[config.mk]
export PLATFORM = sky130hd
export DESIGN_NAME = vector_load_align_unit
export DESIGN_NICKNAME = d
export VERILOG_FILES = /design/src/vlau_pkg.sv /design/src/perm_ctrl_gen.sv /design/src/vector_load_align_unit.sv
export SDC_FILE = /design/constraint.sdc
export NUM_CORES = 1
export LEC_CHECK = 0
export BUFFER_PORTS_ARGS = -buffer_cell sky130_fd_sc_hd__buf_2
export CAP_MARGIN = 20
export CORE_ASPECT_RATIO = 0.8
export CORE_UTILIZATION = 25
export CTS_CLUSTER_DIAMETER = 80
export DETAILED_ROUTE_END_ITERATION = 8
export GPL_ROUTABILITY_DRIVEN = 0
export PLACE_DENSITY = 0.55
export SLEW_MARGIN = 5
export SYNTH_ARGS = -nofsm -noshare
export SYNTH_HDL_FRONTEND = slang
export SYNTH_SLANG_ARGS = --single-unit
[constraint.sdc]
create_clock -name clk -period 2.35 [get_ports clk]
set_input_delay 0.1175 -clock clk [delete_from_list [all_inputs] [get_ports clk]]
set_output_delay 0.1175 -clock clk [all_outputs]
set_load 0.01 [all_outputs]
[src/vlau_pkg.sv]
// Package: constants and operation codes for the vector load and align unit
`default_nettype none
package vlau_pkg;
    localparam int ADDR_W    = 64;
    localparam int VEC_BYTES = 16;
    localparam int VEC_W     = 128;
    localparam int OFS_W     = 4;
    localparam logic [ADDR_W-1:0] VEC_ALIGN_MASK = 64'hffff_ffff_ffff_fff0;
    localparam logic [7:0] SHR_BASE = 8'h10;
    localparam logic [VEC_W-1:0] RESULT_RESET = 128'h0;
    typedef enum logic [2:0] {
        OP_LOAD_BYTE,
        OP_LOAD_HALF,
        OP_LOAD_WORD,
        OP_LOAD_VEC_LRU,
        OP_PERM_LEFT,
        OP_PERM_RIGHT
    } vop_e;
    typedef enum logic [1:0] {
        ST_IDLE,
        ST_WAIT_MEM
    } vstate_e;
endpackage
`default_nettype wire

[src/perm_ctrl_gen.sv]
// Permute control vector generator for shift-left and shift-right alignment
`default_nettype none
module perm_ctrl_gen
    import vlau_pkg::*;
(
    // Shift request
    input  wire logic [OFS_W-1:0] byte_shift_amount,
    input  wire logic             shift_right,
    // Control vector
    output logic [VEC_W-1:0]      perm_vec
);
    // Pure function of the four offset bits and shift_right, no memory access
    wire logic [7:0] start_byte = shift_right ? (SHR_BASE - {4'h0, byte_shift_amount})
                                              : {4'h0, byte_shift_amount};
    always_comb begin
        perm_vec = '0;
        for (int k = 0; k < VEC_BYTES; k++) begin
            // Byte k counted from the most significant end
            perm_vec[VEC_W-1-8*k -: 8] = start_byte + 8'(k);
        end
    end
endmodule
`default_nettype wire

[src/vector_load_align_unit.sv]
// Vector load and alignment permute unit: element, full-vector and permute-control operations
`default_nettype none
module vector_load_align_unit
    import vlau_pkg::*;
(
    // Clock and reset
    input  wire logic              clk,
    input  wire logic              reset_n,
    // Operation request
    input  wire logic              req_valid,
    input  wire logic [2:0]        req_op,
    input  wire logic [ADDR_W-1:0] req_base,
    input  wire logic [ADDR_W-1:0] req_index,
    output logic                   req_ready,
    // Memory side
    output logic                   mem_req,
    output logic [ADDR_W-1:0]      mem_addr,
    output logic                   mem_mark_lru,
    input  wire logic              mem_ack,
    input  wire logic [VEC_W-1:0]  mem_rdata,
    // Result
    output logic                   res_valid,
    output logic [VEC_W-1:0]       res_data,
    output logic [VEC_BYTES-1:0]   res_byte_valid
);
    function automatic logic [ADDR_W-1:0] align_down(input logic [ADDR_W-1:0] a, input logic [2:0] op);
        case (op)
            OP_LOAD_HALF:    align_down = {a[ADDR_W-1:1], 1'b0};
            OP_LOAD_WORD:    align_down = {a[ADDR_W-1:2], 2'b00};
            OP_LOAD_VEC_LRU: align_down = a & VEC_ALIGN_MASK;
            default:         align_down = a;
        endcase
    endfunction

    function automatic logic [VEC_BYTES-1:0] elem_mask(input logic [2:0] op, input logic [OFS_W-1:0] ofs);
        logic [VEC_BYTES-1:0] m;
        m = '0;
        case (op)
            OP_LOAD_BYTE:    m = 16'h8000 >> ofs;
            OP_LOAD_HALF:    m = 16'hc000 >> ofs;
            OP_LOAD_WORD:    m = 16'hf000 >> ofs;
            OP_LOAD_VEC_LRU: m = 16'hffff;
            default:         m = 16'hffff;
        endcase
        elem_mask = m;
    endfunction

    vstate_e              state_ff;
    vstate_e              nxt_state;
    logic                 req_ready_ff;
    logic                 mem_req_ff;
    logic [ADDR_W-1:0]    mem_addr_ff;
    logic                 mem_lru_ff;
    logic                 res_valid_ff;
    logic [VEC_W-1:0]     res_data_ff;
    logic [VEC_BYTES-1:0] res_mask_ff;
    logic [2:0]           op_ff;

    wire logic [ADDR_W-1:0] sum_addr          = req_base + req_index;
    wire logic [ADDR_W-1:0] effective_address = align_down(sum_addr, req_op);
    wire logic              is_perm  = (req_op == OP_PERM_LEFT) || (req_op == OP_PERM_RIGHT);
    wire logic              is_load  = (req_op <= OP_LOAD_VEC_LRU);
    wire logic              take     = req_valid && req_ready_ff;
    wire logic              ack_ok   = (state_ff == ST_WAIT_MEM) && mem_ack;
    wire logic [OFS_W-1:0]  line_ofs = mem_addr_ff[OFS_W-1:0];
    wire logic [VEC_W-1:0]  perm_vec;

    // Only the low four sum bits reach the generator
    perm_ctrl_gen u_perm (
        .byte_shift_amount (sum_addr[OFS_W-1:0]),
        .shift_right       (req_op == OP_PERM_RIGHT),
        .perm_vec          (perm_vec)
    );

    // Memory returns the aligned 16-byte line; the element already sits in byte slot ofs
    wire logic [VEC_BYTES-1:0] load_mask = elem_mask(op_ff, line_ofs);

    always_comb begin
        nxt_state = state_ff;
        case (state_ff)
            ST_IDLE:     if (take && is_load) nxt_state = ST_WAIT_MEM;
            ST_WAIT_MEM: if (mem_ack) nxt_state = ST_IDLE;
            default:     nxt_state = ST_IDLE;
        endcase
    end

    always_ff @(posedge clk or negedge reset_n) begin
        if (!reset_n) begin
            state_ff     <= ST_IDLE;
            req_ready_ff <= 1'b1;
            op_ff        <= 3'h0;
        end else begin
            state_ff     <= nxt_state;
            req_ready_ff <= (nxt_state == ST_IDLE);
            if (take) op_ff <= req_op;
        end
    end

    always_ff @(posedge clk or negedge reset_n) begin
        if (!reset_n) begin
            mem_req_ff  <= 1'b0;
            mem_addr_ff <= '0;
            mem_lru_ff  <= 1'b0;
        end else if (take && is_load) begin
            mem_req_ff  <= 1'b1;
            mem_addr_ff <= effective_address;
            mem_lru_ff  <= (req_op == OP_LOAD_VEC_LRU);
        end else if (mem_ack) begin
            mem_req_ff  <= 1'b0;
            mem_lru_ff  <= 1'b0;
        end
    end

    // Undefined slots read as zero so the output never carries stale data
    always_ff @(posedge clk or negedge reset_n) begin
        if (!reset_n) begin
            res_valid_ff <= 1'b0;
            res_data_ff  <= RESULT_RESET;
            res_mask_ff  <= '0;
        end else begin
            res_valid_ff <= (take && is_perm) || ack_ok;
            if (take && is_perm) begin
                res_data_ff <= perm_vec;
                res_mask_ff <= '1;
            end else if (ack_ok) begin
                for (int k = 0; k < VEC_BYTES; k++) begin
                    res_data_ff[VEC_W-1-8*k -: 8] <= load_mask[VEC_BYTES-1-k] ? mem_rdata[VEC_W-1-8*k -: 8] : 8'h00;
                end
                res_mask_ff <= load_mask;
            end
        end
    end

    assign req_ready      = req_ready_ff;
    assign mem_req        = mem_req_ff;
    assign mem_addr       = mem_addr_ff;
    assign mem_mark_lru   = mem_lru_ff;
    assign res_valid      = res_valid_ff;
    assign res_data       = res_data_ff;
    assign res_byte_valid = res_mask_ff;

    // Alignment and marking are checked at the memory side while a request stands
    chk_word_align: assert property (@(posedge clk) disable iff (!reset_n)
        (mem_req && op_ff == OP_LOAD_WORD) |-> (mem_addr[1:0] == 2'b00))
        else $error("word load address is not word aligned");

    chk_half_align: assert property (@(posedge clk) disable iff (!reset_n)
        (mem_req && op_ff == OP_LOAD_HALF) |-> (mem_addr[0] == 1'b0))
        else $error("halfword load address is not halfword aligned");

    chk_line_align: assert property (@(posedge clk) disable iff (!reset_n)
        (mem_req && mem_mark_lru) |-> (mem_addr[OFS_W-1:0] == 4'h0))
        else $error("vector load address is not line aligned");

    chk_lru_only: assert property (@(posedge clk) disable iff (!reset_n)
        mem_mark_lru |-> (mem_req && op_ff == OP_LOAD_VEC_LRU))
        else $error("replacement hint raised outside a vector load");

    chk_lru_with_vec: assert property (@(posedge clk) disable iff (!reset_n)
        (take && req_op == OP_LOAD_VEC_LRU) |=> (mem_req && mem_mark_lru))
        else $error("vector load issued without the replacement hint");

    chk_perm_no_mem: assert property (@(posedge clk) disable iff (!reset_n)
        (take && is_perm) |=> (!mem_req && $stable(mem_addr)))
        else $error("permute control touched the memory side");

    chk_perm_full: assert property (@(posedge clk) disable iff (!reset_n)
        (take && is_perm) |=> (res_valid && res_byte_valid == 16'hffff))
        else $error("permute control not returned as a full vector");

    // Only the end bytes are checked here; the ramp between them is left to the bench
    chk_shl_bytes: assert property (@(posedge clk) disable iff (!reset_n)
        (take && req_op == OP_PERM_LEFT) |=>
            (res_data[VEC_W-1 -: 8] == {4'h0, $past(sum_addr[OFS_W-1:0])}
             && res_data[7:0] == {4'h0, $past(sum_addr[OFS_W-1:0])} + 8'h0f))
        else $error("shift-left control end bytes wrong");

    chk_shr_bytes: assert property (@(posedge clk) disable iff (!reset_n)
        (take && req_op == OP_PERM_RIGHT) |=>
            (res_data[VEC_W-1 -: 8] == SHR_BASE - {4'h0, $past(sum_addr[OFS_W-1:0])}
             && res_data[7:0] == SHR_BASE + 8'h0f - {4'h0, $past(sum_addr[OFS_W-1:0])}))
        else $error("shift-right control end bytes wrong");

    // Slot checks lean on mem_addr, which keeps the element-aligned load address until the next load
    chk_byte_slot: assert property (@(posedge clk) disable iff (!reset_n)
        (res_valid && op_ff == OP_LOAD_BYTE) |->
            ($countones(res_byte_valid) == 1 && res_byte_valid[4'hf - mem_addr[OFS_W-1:0]]))
        else $error("byte element in the wrong slot");

    chk_half_slot: assert property (@(posedge clk) disable iff (!reset_n)
        (res_valid && op_ff == OP_LOAD_HALF) |->
            ($countones(res_byte_valid) == 2 && res_byte_valid[4'hf - mem_addr[OFS_W-1:0]]))
        else $error("halfword element in the wrong slot");

    chk_word_slot: assert property (@(posedge clk) disable iff (!reset_n)
        (res_valid && op_ff == OP_LOAD_WORD) |->
            ($countones(res_byte_valid) == 4 && res_byte_valid[4'hf - mem_addr[OFS_W-1:0]]))
        else $error("word element in the wrong slot");

    chk_line_mask: assert property (@(posedge clk) disable iff (!reset_n)
        (res_valid && op_ff == OP_LOAD_VEC_LRU) |-> (res_byte_valid == 16'hffff))
        else $error("vector load did not return all sixteen bytes");

    chk_load_result: assert property (@(posedge clk) disable iff (!reset_n)
        ack_ok |=> res_valid)
        else $error("memory answer not turned into a result");

    // Scenario coverage
    cov_perm_left: cover property (@(posedge clk) disable iff (!reset_n)
        take && req_op == OP_PERM_LEFT);

    cov_perm_right: cover property (@(posedge clk) disable iff (!reset_n)
        take && req_op == OP_PERM_RIGHT);

    cov_elem_load: cover property (@(posedge clk) disable iff (!reset_n)
        ack_ok && op_ff != OP_LOAD_VEC_LRU);

    cov_lru_load: cover property (@(posedge clk) disable iff (!reset_n)
        ack_ok && op_ff == OP_LOAD_VEC_LRU);
endmodule
`default_nettype wire

======== Yosys cells after proc, flatten, opt, wreduce, memory -nomap -nowiden ========
Cells that the tools add are included.
word-level totals
  word-level logic and storage cells ...... 78
  output and inout port bits .............. 212
  input port bits ......................... 263
  flip-flop bits (word level) ............. 217
cells by class
  $add $sub $neg .......................... 17
  mux-type cells .......................... 29
  shift-type cells ........................ 3
  $lt $le $gt $ge ......................... 1
  reductions and logical operators ........ 11
  equality and inequality tests ........... 8
operators by type and width
  kind                                                                    count
  128-bit 2-to-1 mux                                                      2
  8-bit 2-to-1 mux                                                        17
  64-bit adder                                                            1
  8-bit by 4-bit adder with 8-bit output (second input constant)          8
  16-bit one-hot mux with 3 select lines                                  1
  16-bit by 4-bit >> shifter with 16-bit output (first input constant)    3
  8-bit by 3-bit adder with 8-bit output (second input constant)          4
  16-bit 2-to-1 mux                                                       2
  8-bit by 2-bit adder with 8-bit output (second input constant)          2
  4-bit one-hot mux with 3 select lines                                   1
  3-bit by 2-bit equality test with 1-bit output (second input constant)  3
  8-bit by 1-bit adder with 8-bit output (second input constant)          1
  3-bit by 1-bit equality test with 1-bit output (second input constant)  2
  3-bit equality test (second input constant)                             2
  5-bit by 4-bit subtractor with 6-bit output (first input constant)      1
  1-bit logical AND                                                       4
  2-bit logical NOT                                                       2
  2-bit 2-to-1 mux                                                        2
  2-bit one-hot mux with 2 select lines                                   1
  2-bit nonzero test                                                      2
  3-bit by 2-bit <= comparator with 1-bit output (second input constant)  1
  3-bit logical NOT                                                       1
  1-bit 2-to-1 mux                                                        3
  2-bit by 1-bit equality test with 1-bit output (second input constant)  1
  1-bit logical OR                                                        2

======== Logic depth before layout (Yosys ltp) ========
  depth in word-level cells ............... 5
  gate-level depth with buffers ........... 13
  mapped depth without buffers ............ 13

======== Hierarchy ========
A second synthesis with hierarchy kept.
second synthesis, totals
  cell total of the unflattened synthesis .. 1662
  area, all modules ....................... 14236.2 um2
modules (own cells, without submodules)
  module                  sequential area each (um2)  cells an instance  area each (um2)  times used
  vector_load_align_unit  5431.5                      1490               13001.2          1
  perm_ctrl_gen           0.0                         172                1234.9           1

======== Worst setup path after synthesis ========
OpenSTA, ideal clock, no wires.
  path type ............................... input port to flip-flop
  start ................................... input req_base[0]
  end ..................................... register mem_addr_ff[60], in the netlist mem_addr[60]
  slack ................................... -285 ps
  arrival time ............................ 2507 ps
  library setup time ...................... 128 ps
  buffers on the path ..................... 0
  cell stages on the path ................. 13
  required time ........................... 2222 ps
  cells stage by stage .................... ha_1 > inv_1 > fa_1 > nand2b_4 > a21o_1 > a32o_2 > o21ai_4 > a31oi_4 > o31ai_4 > a21boi_2 > o21ai_2 > nor4b_2 > o41ai_2
between the ends
  word-level cells in the longest chain between the ends .. 1
RTL lines
  what                  RTL line                       text
  from (decl)           vector_load_align_unit.sv:12   input wire logic [ADDR_W-1:0] req_base,
  64-bit adder          vector_load_align_unit.sv:59   wire logic [ADDR_W-1:0] sum_addr = req_base + req_index;
  to (signal assigned)  vector_load_align_unit.sv:106  mem_addr_ff <= effective_address;
  to (decl)             vector_load_align_unit.sv:52   logic [ADDR_W-1:0] mem_addr_ff;
Every way passes these cells.
A chain may end at the register's enable or synchronous reset.

======== Worst setup path in the final report ========
Ends and elaborated chain as after synthesis.

==> flow_metrics.py <==
metrics = {
    "synth": {
        "yosysSeqAreaShare_pct": 40.0,
        "synth_ff_type": "dfrtp_1",
        "netlist-cell-type-count": 95,
        "syn_area_per_cell_um2": 8.38,
        "synth-edff-count": 0,
        "async_reset_ff_share_pct": 100,
        "syn_area_mm2": 0.0136,
        "synthCells": 1618,
        "synth.net_count": 1956,
        "synth-seq-cells": 217,
        "ys_warn_count": 0,
    },
    "sta": {
        "tightest_slew_ps": 721,
        "setup_violations": 0,
        "fin_crit_ps": 2280,
        "rsz0062_at_grt": "yes",
        "setup_ws_ps": 68.8,
        "timing.hold.ws_ps": 7.80,
        "fin_crit_sh_pct": 97.1,
        "finClkSkew_ps": 29.7,
        "fmax_mhz": 438,
        "slew_headroom_pct": 52.0,
        "finalMaxSlewViolations": 0,
        "hold_viol": 0,
    },
    "cts": {
        "clkLatencyLatePin_ps": 590,
        "clockBufferDepth": 3,
        "cts_tree": "built",
        "numCtsBuffers": 29,
        "clkSinkCount": 217,
        "path_clk_slew_ps": 50,
        "cts_max_level": 1,
        "cts_root_buf": "clkbuf_16",
    },
    "route": {
        "vias_per_cell": 4.97,
        "first_pass_iters": 8,
        "route.detailed.drc": 4,
        "drt_iter0_markers": 1330,
        "postRouteAntennaNets": 0,
        "num_vias": 15600,
        "wl_per_cell_um": 19.7,
        "routed_wl_mm": 61.8,
    },
    "finish": {
        "postLayoutCellArea_mm2": 0.0212,
        "syn_to_final_growth_pct": 56.0,
        "layout-drive-gt1-share_pct": 35.5,
        "regArea_mm2": 0.00543,
        "final_net_count": 2760,
        "multiInputGateArea_mm2": 0.00776,
        "fillers": 5307,
    },
    "global_route": {
        "grt_pass1_vias": 15400,
        "antenna_found_initial": 3,
        "grtUsageTotal_pct": 21.7,
        "grt_start_max_net_pins": 129,
        "grt-ovfl-total": 0,
        "grt_pass1_wl_mm": 92.6,
    },
    "die": {
        "die_h_um": 210,
        "dieArea_mm2": 0.0552,
        "die_w_um": 262,
        "num_io_pins": 475,
        "core.rowCount": 75,
        "start_util_pct": 25.6,
        "core-area_mm2": 0.0530,
    },
    "critical_path": {
        "crit_path_max_fanout": 3,
        "crit_arrival_ps": 2720,
        "critical_path.startpoint": "req_base[0]",
        "crit_path_start_kind": "input pin",
        "timing.rr.start": "mem_addr[0]$_DFFE_PN0P_",
        "path_class": "input pin to flip-flop",
        "crit_required_ps": 2790,
        "critPathCaptureType": "flip-flop",
    },
    "status": {
        "violations": "design-rule violations",
        "status": "finished, violations left",
    },
    "min_path": {
        "hp-class": "input pin to flip-flop",
        "min_from": "req_valid",
    },
    "job": {
        "drv_cap": 0,
    },
    "place": {
        "dpl_worst_slack_ps": -554,
        "hpwl_mm": 47.1,
        "dpl-instance-area_mm2": 0.0187,
        "io_buffers": 474,
    },
    "pwr": {
        "p_leak_nw": 10.1,
        "peakVddDrop_uv": 568,
        "power.density_mw_per_mm2": 743,
    },
}
==> final timing paths <==
path	to	slack (ps)	cells after the start
setup / recovery	mem_addr[60]$_DFFE_PN0P_	70	14
hold / removal	op_ff[2]$_DFFE_PN0P_	8	3
setup reg to reg	res_data[43]$_DFFE_PN0P_	180	9
hold reg to reg	mem_addr[5]$_DFFE_PN0P_	470	2
max in group asynchronous	res_data[38]$_DFFE_PN0P_	1410	3
min in group asynchronous	res_data[81]$_DFFE_PN0P_	120	2
==> per-layer routing <==
layer	global-route usage [%]	wire, µm
met1	29.1	27600
met5	0	36
met4	5.58	1620
met2	35.5	28200
met3	4.24	4270
==> registers in the layout, summed over array words and instances, names as in the netlist <==
register,count
res_byte_valid,16
mem_mark_lru,1
req_ready,1
state_ff,2
mem_req,1
mem_addr,64
res_data,128
res_valid,1
op_ff,3
==> Yosys cell counts (10+ instances only) <==
cell type  instances  area share (%)
a21o_1            23             1.3
dfrtp_1          216              40
nand3_1          138             5.1
nor2_1            92             2.5
nand2b_1          10            0.46
nor2b_1           11            0.51
buf_2             10            0.37
nor3_1            14            0.52
nand4_1           27             1.2
o21bai_1          27             1.5
inv_1             37             1.0
a31oi_1           32             1.5
o21ai_1           15            0.55
o21ai_0           94             3.5
ha_1              74             6.8
clkbuf_1          81             2.2
xor2_1            23             1.5
xnor2_1           46             3.0
a21oi_1          238             8.8
and3_1            20            0.92
nand2_1          245             6.8
==> cell usage in the layout, fill, tap and decap left out, drive strengths merged, types with 11 or more instances in the layout <==
cell type    instances
a31oi               34
o31ai               11
clkbuf              39
dlygate4sd3        137
nor2b               11
dfrtp              216
ha                  74
o21ai              112
a21o                25
nor2                92
nor3                15
nand2b              11
nand2              246
a21oi              245
xor2                23
nand3              138
and3                20
inv                 40
buf                736
o21bai              27
xnor2               46
nand4               28
==> stage by stage <==
step | TNS [ps] | util, % | cells | power [mW]
floorplan | -659 | - | 1618 | 7.71
global placement | -20050 | 35.2 | 2944 | 10.8
detailed placement | -22060 | 35.2 | 2944 | 10.8
CTS | 0 | 39.7 | 3135 | 15.8
global route | -9.73 | 39.9 | 3138 | 16.6
finish | 0 | 39.9 | 3139 | 15.7
==> power by group <==
group | leakage, nW | switching, mW | internal (mW)
sequential | 2.62 | 0.569 | 4.57
clock | 0.510 | 1.85 | 2.87
combinational | 6.99 | 3.26 | 2.61
total | 10.1 | 5.68 | 10.0
==> kinds of logic (layout without fill, tap and decap cells) <==
logic type	Yosys count	in the layout	share of synthesized area [%]
adder cells (fa/ha/maj)	75	75	6.97
buffers and inverters	138	965	4.50
multiplexers	6	6	0.470
other	1	2	0.0276
flip-flops	217	217	40.0
AND/OR/NAND/NOR	589	589	20.0
XOR/XNOR	69	69	4.45
AO/OA/AOI/OAI	523	523	23.5
==> repair_timing <==
| item | 4_1_cts | 5_1_grt |
|---|---|---|
| setup endpoints to repair | 0 | 19 |
| hold endpoints to repair | 205 | 0 |
| buffers inserted | 0 | 3 |
| hold buffers | 137 | 0 |
| resized for setup | 0 | 15 |
==> layout make-up <==
| cell class | instances | area share [%] |
|---|---|---|
| diodes | 1 | 0.0118 |
| clock buffers | 39 | 4.03 |
| clock inverters | 15 | 0.774 |
| inverters | 38 | 0.674 |
| multi-input cells | 1263 | 36.6 |
| flip-flops and latches | 217 | 25.7 |
| well taps | 693 | 4.10 |
| repair buffers | 873 | 28.1 |
==> worst max-delay path: stages <==
cell and delay (ps):
buf_6 80, ha_4 130, inv_2 30, fa_2 350
nand2b_4 150, a21o_1 230, a32o_2 290, o21ai_4 210
a31oi_4 140, o31ai_4 390, a21boi_2 110, o21ai_2 180
nor4b_4 240, o41ai_2 80
Power figures use the tool's default switching activity.
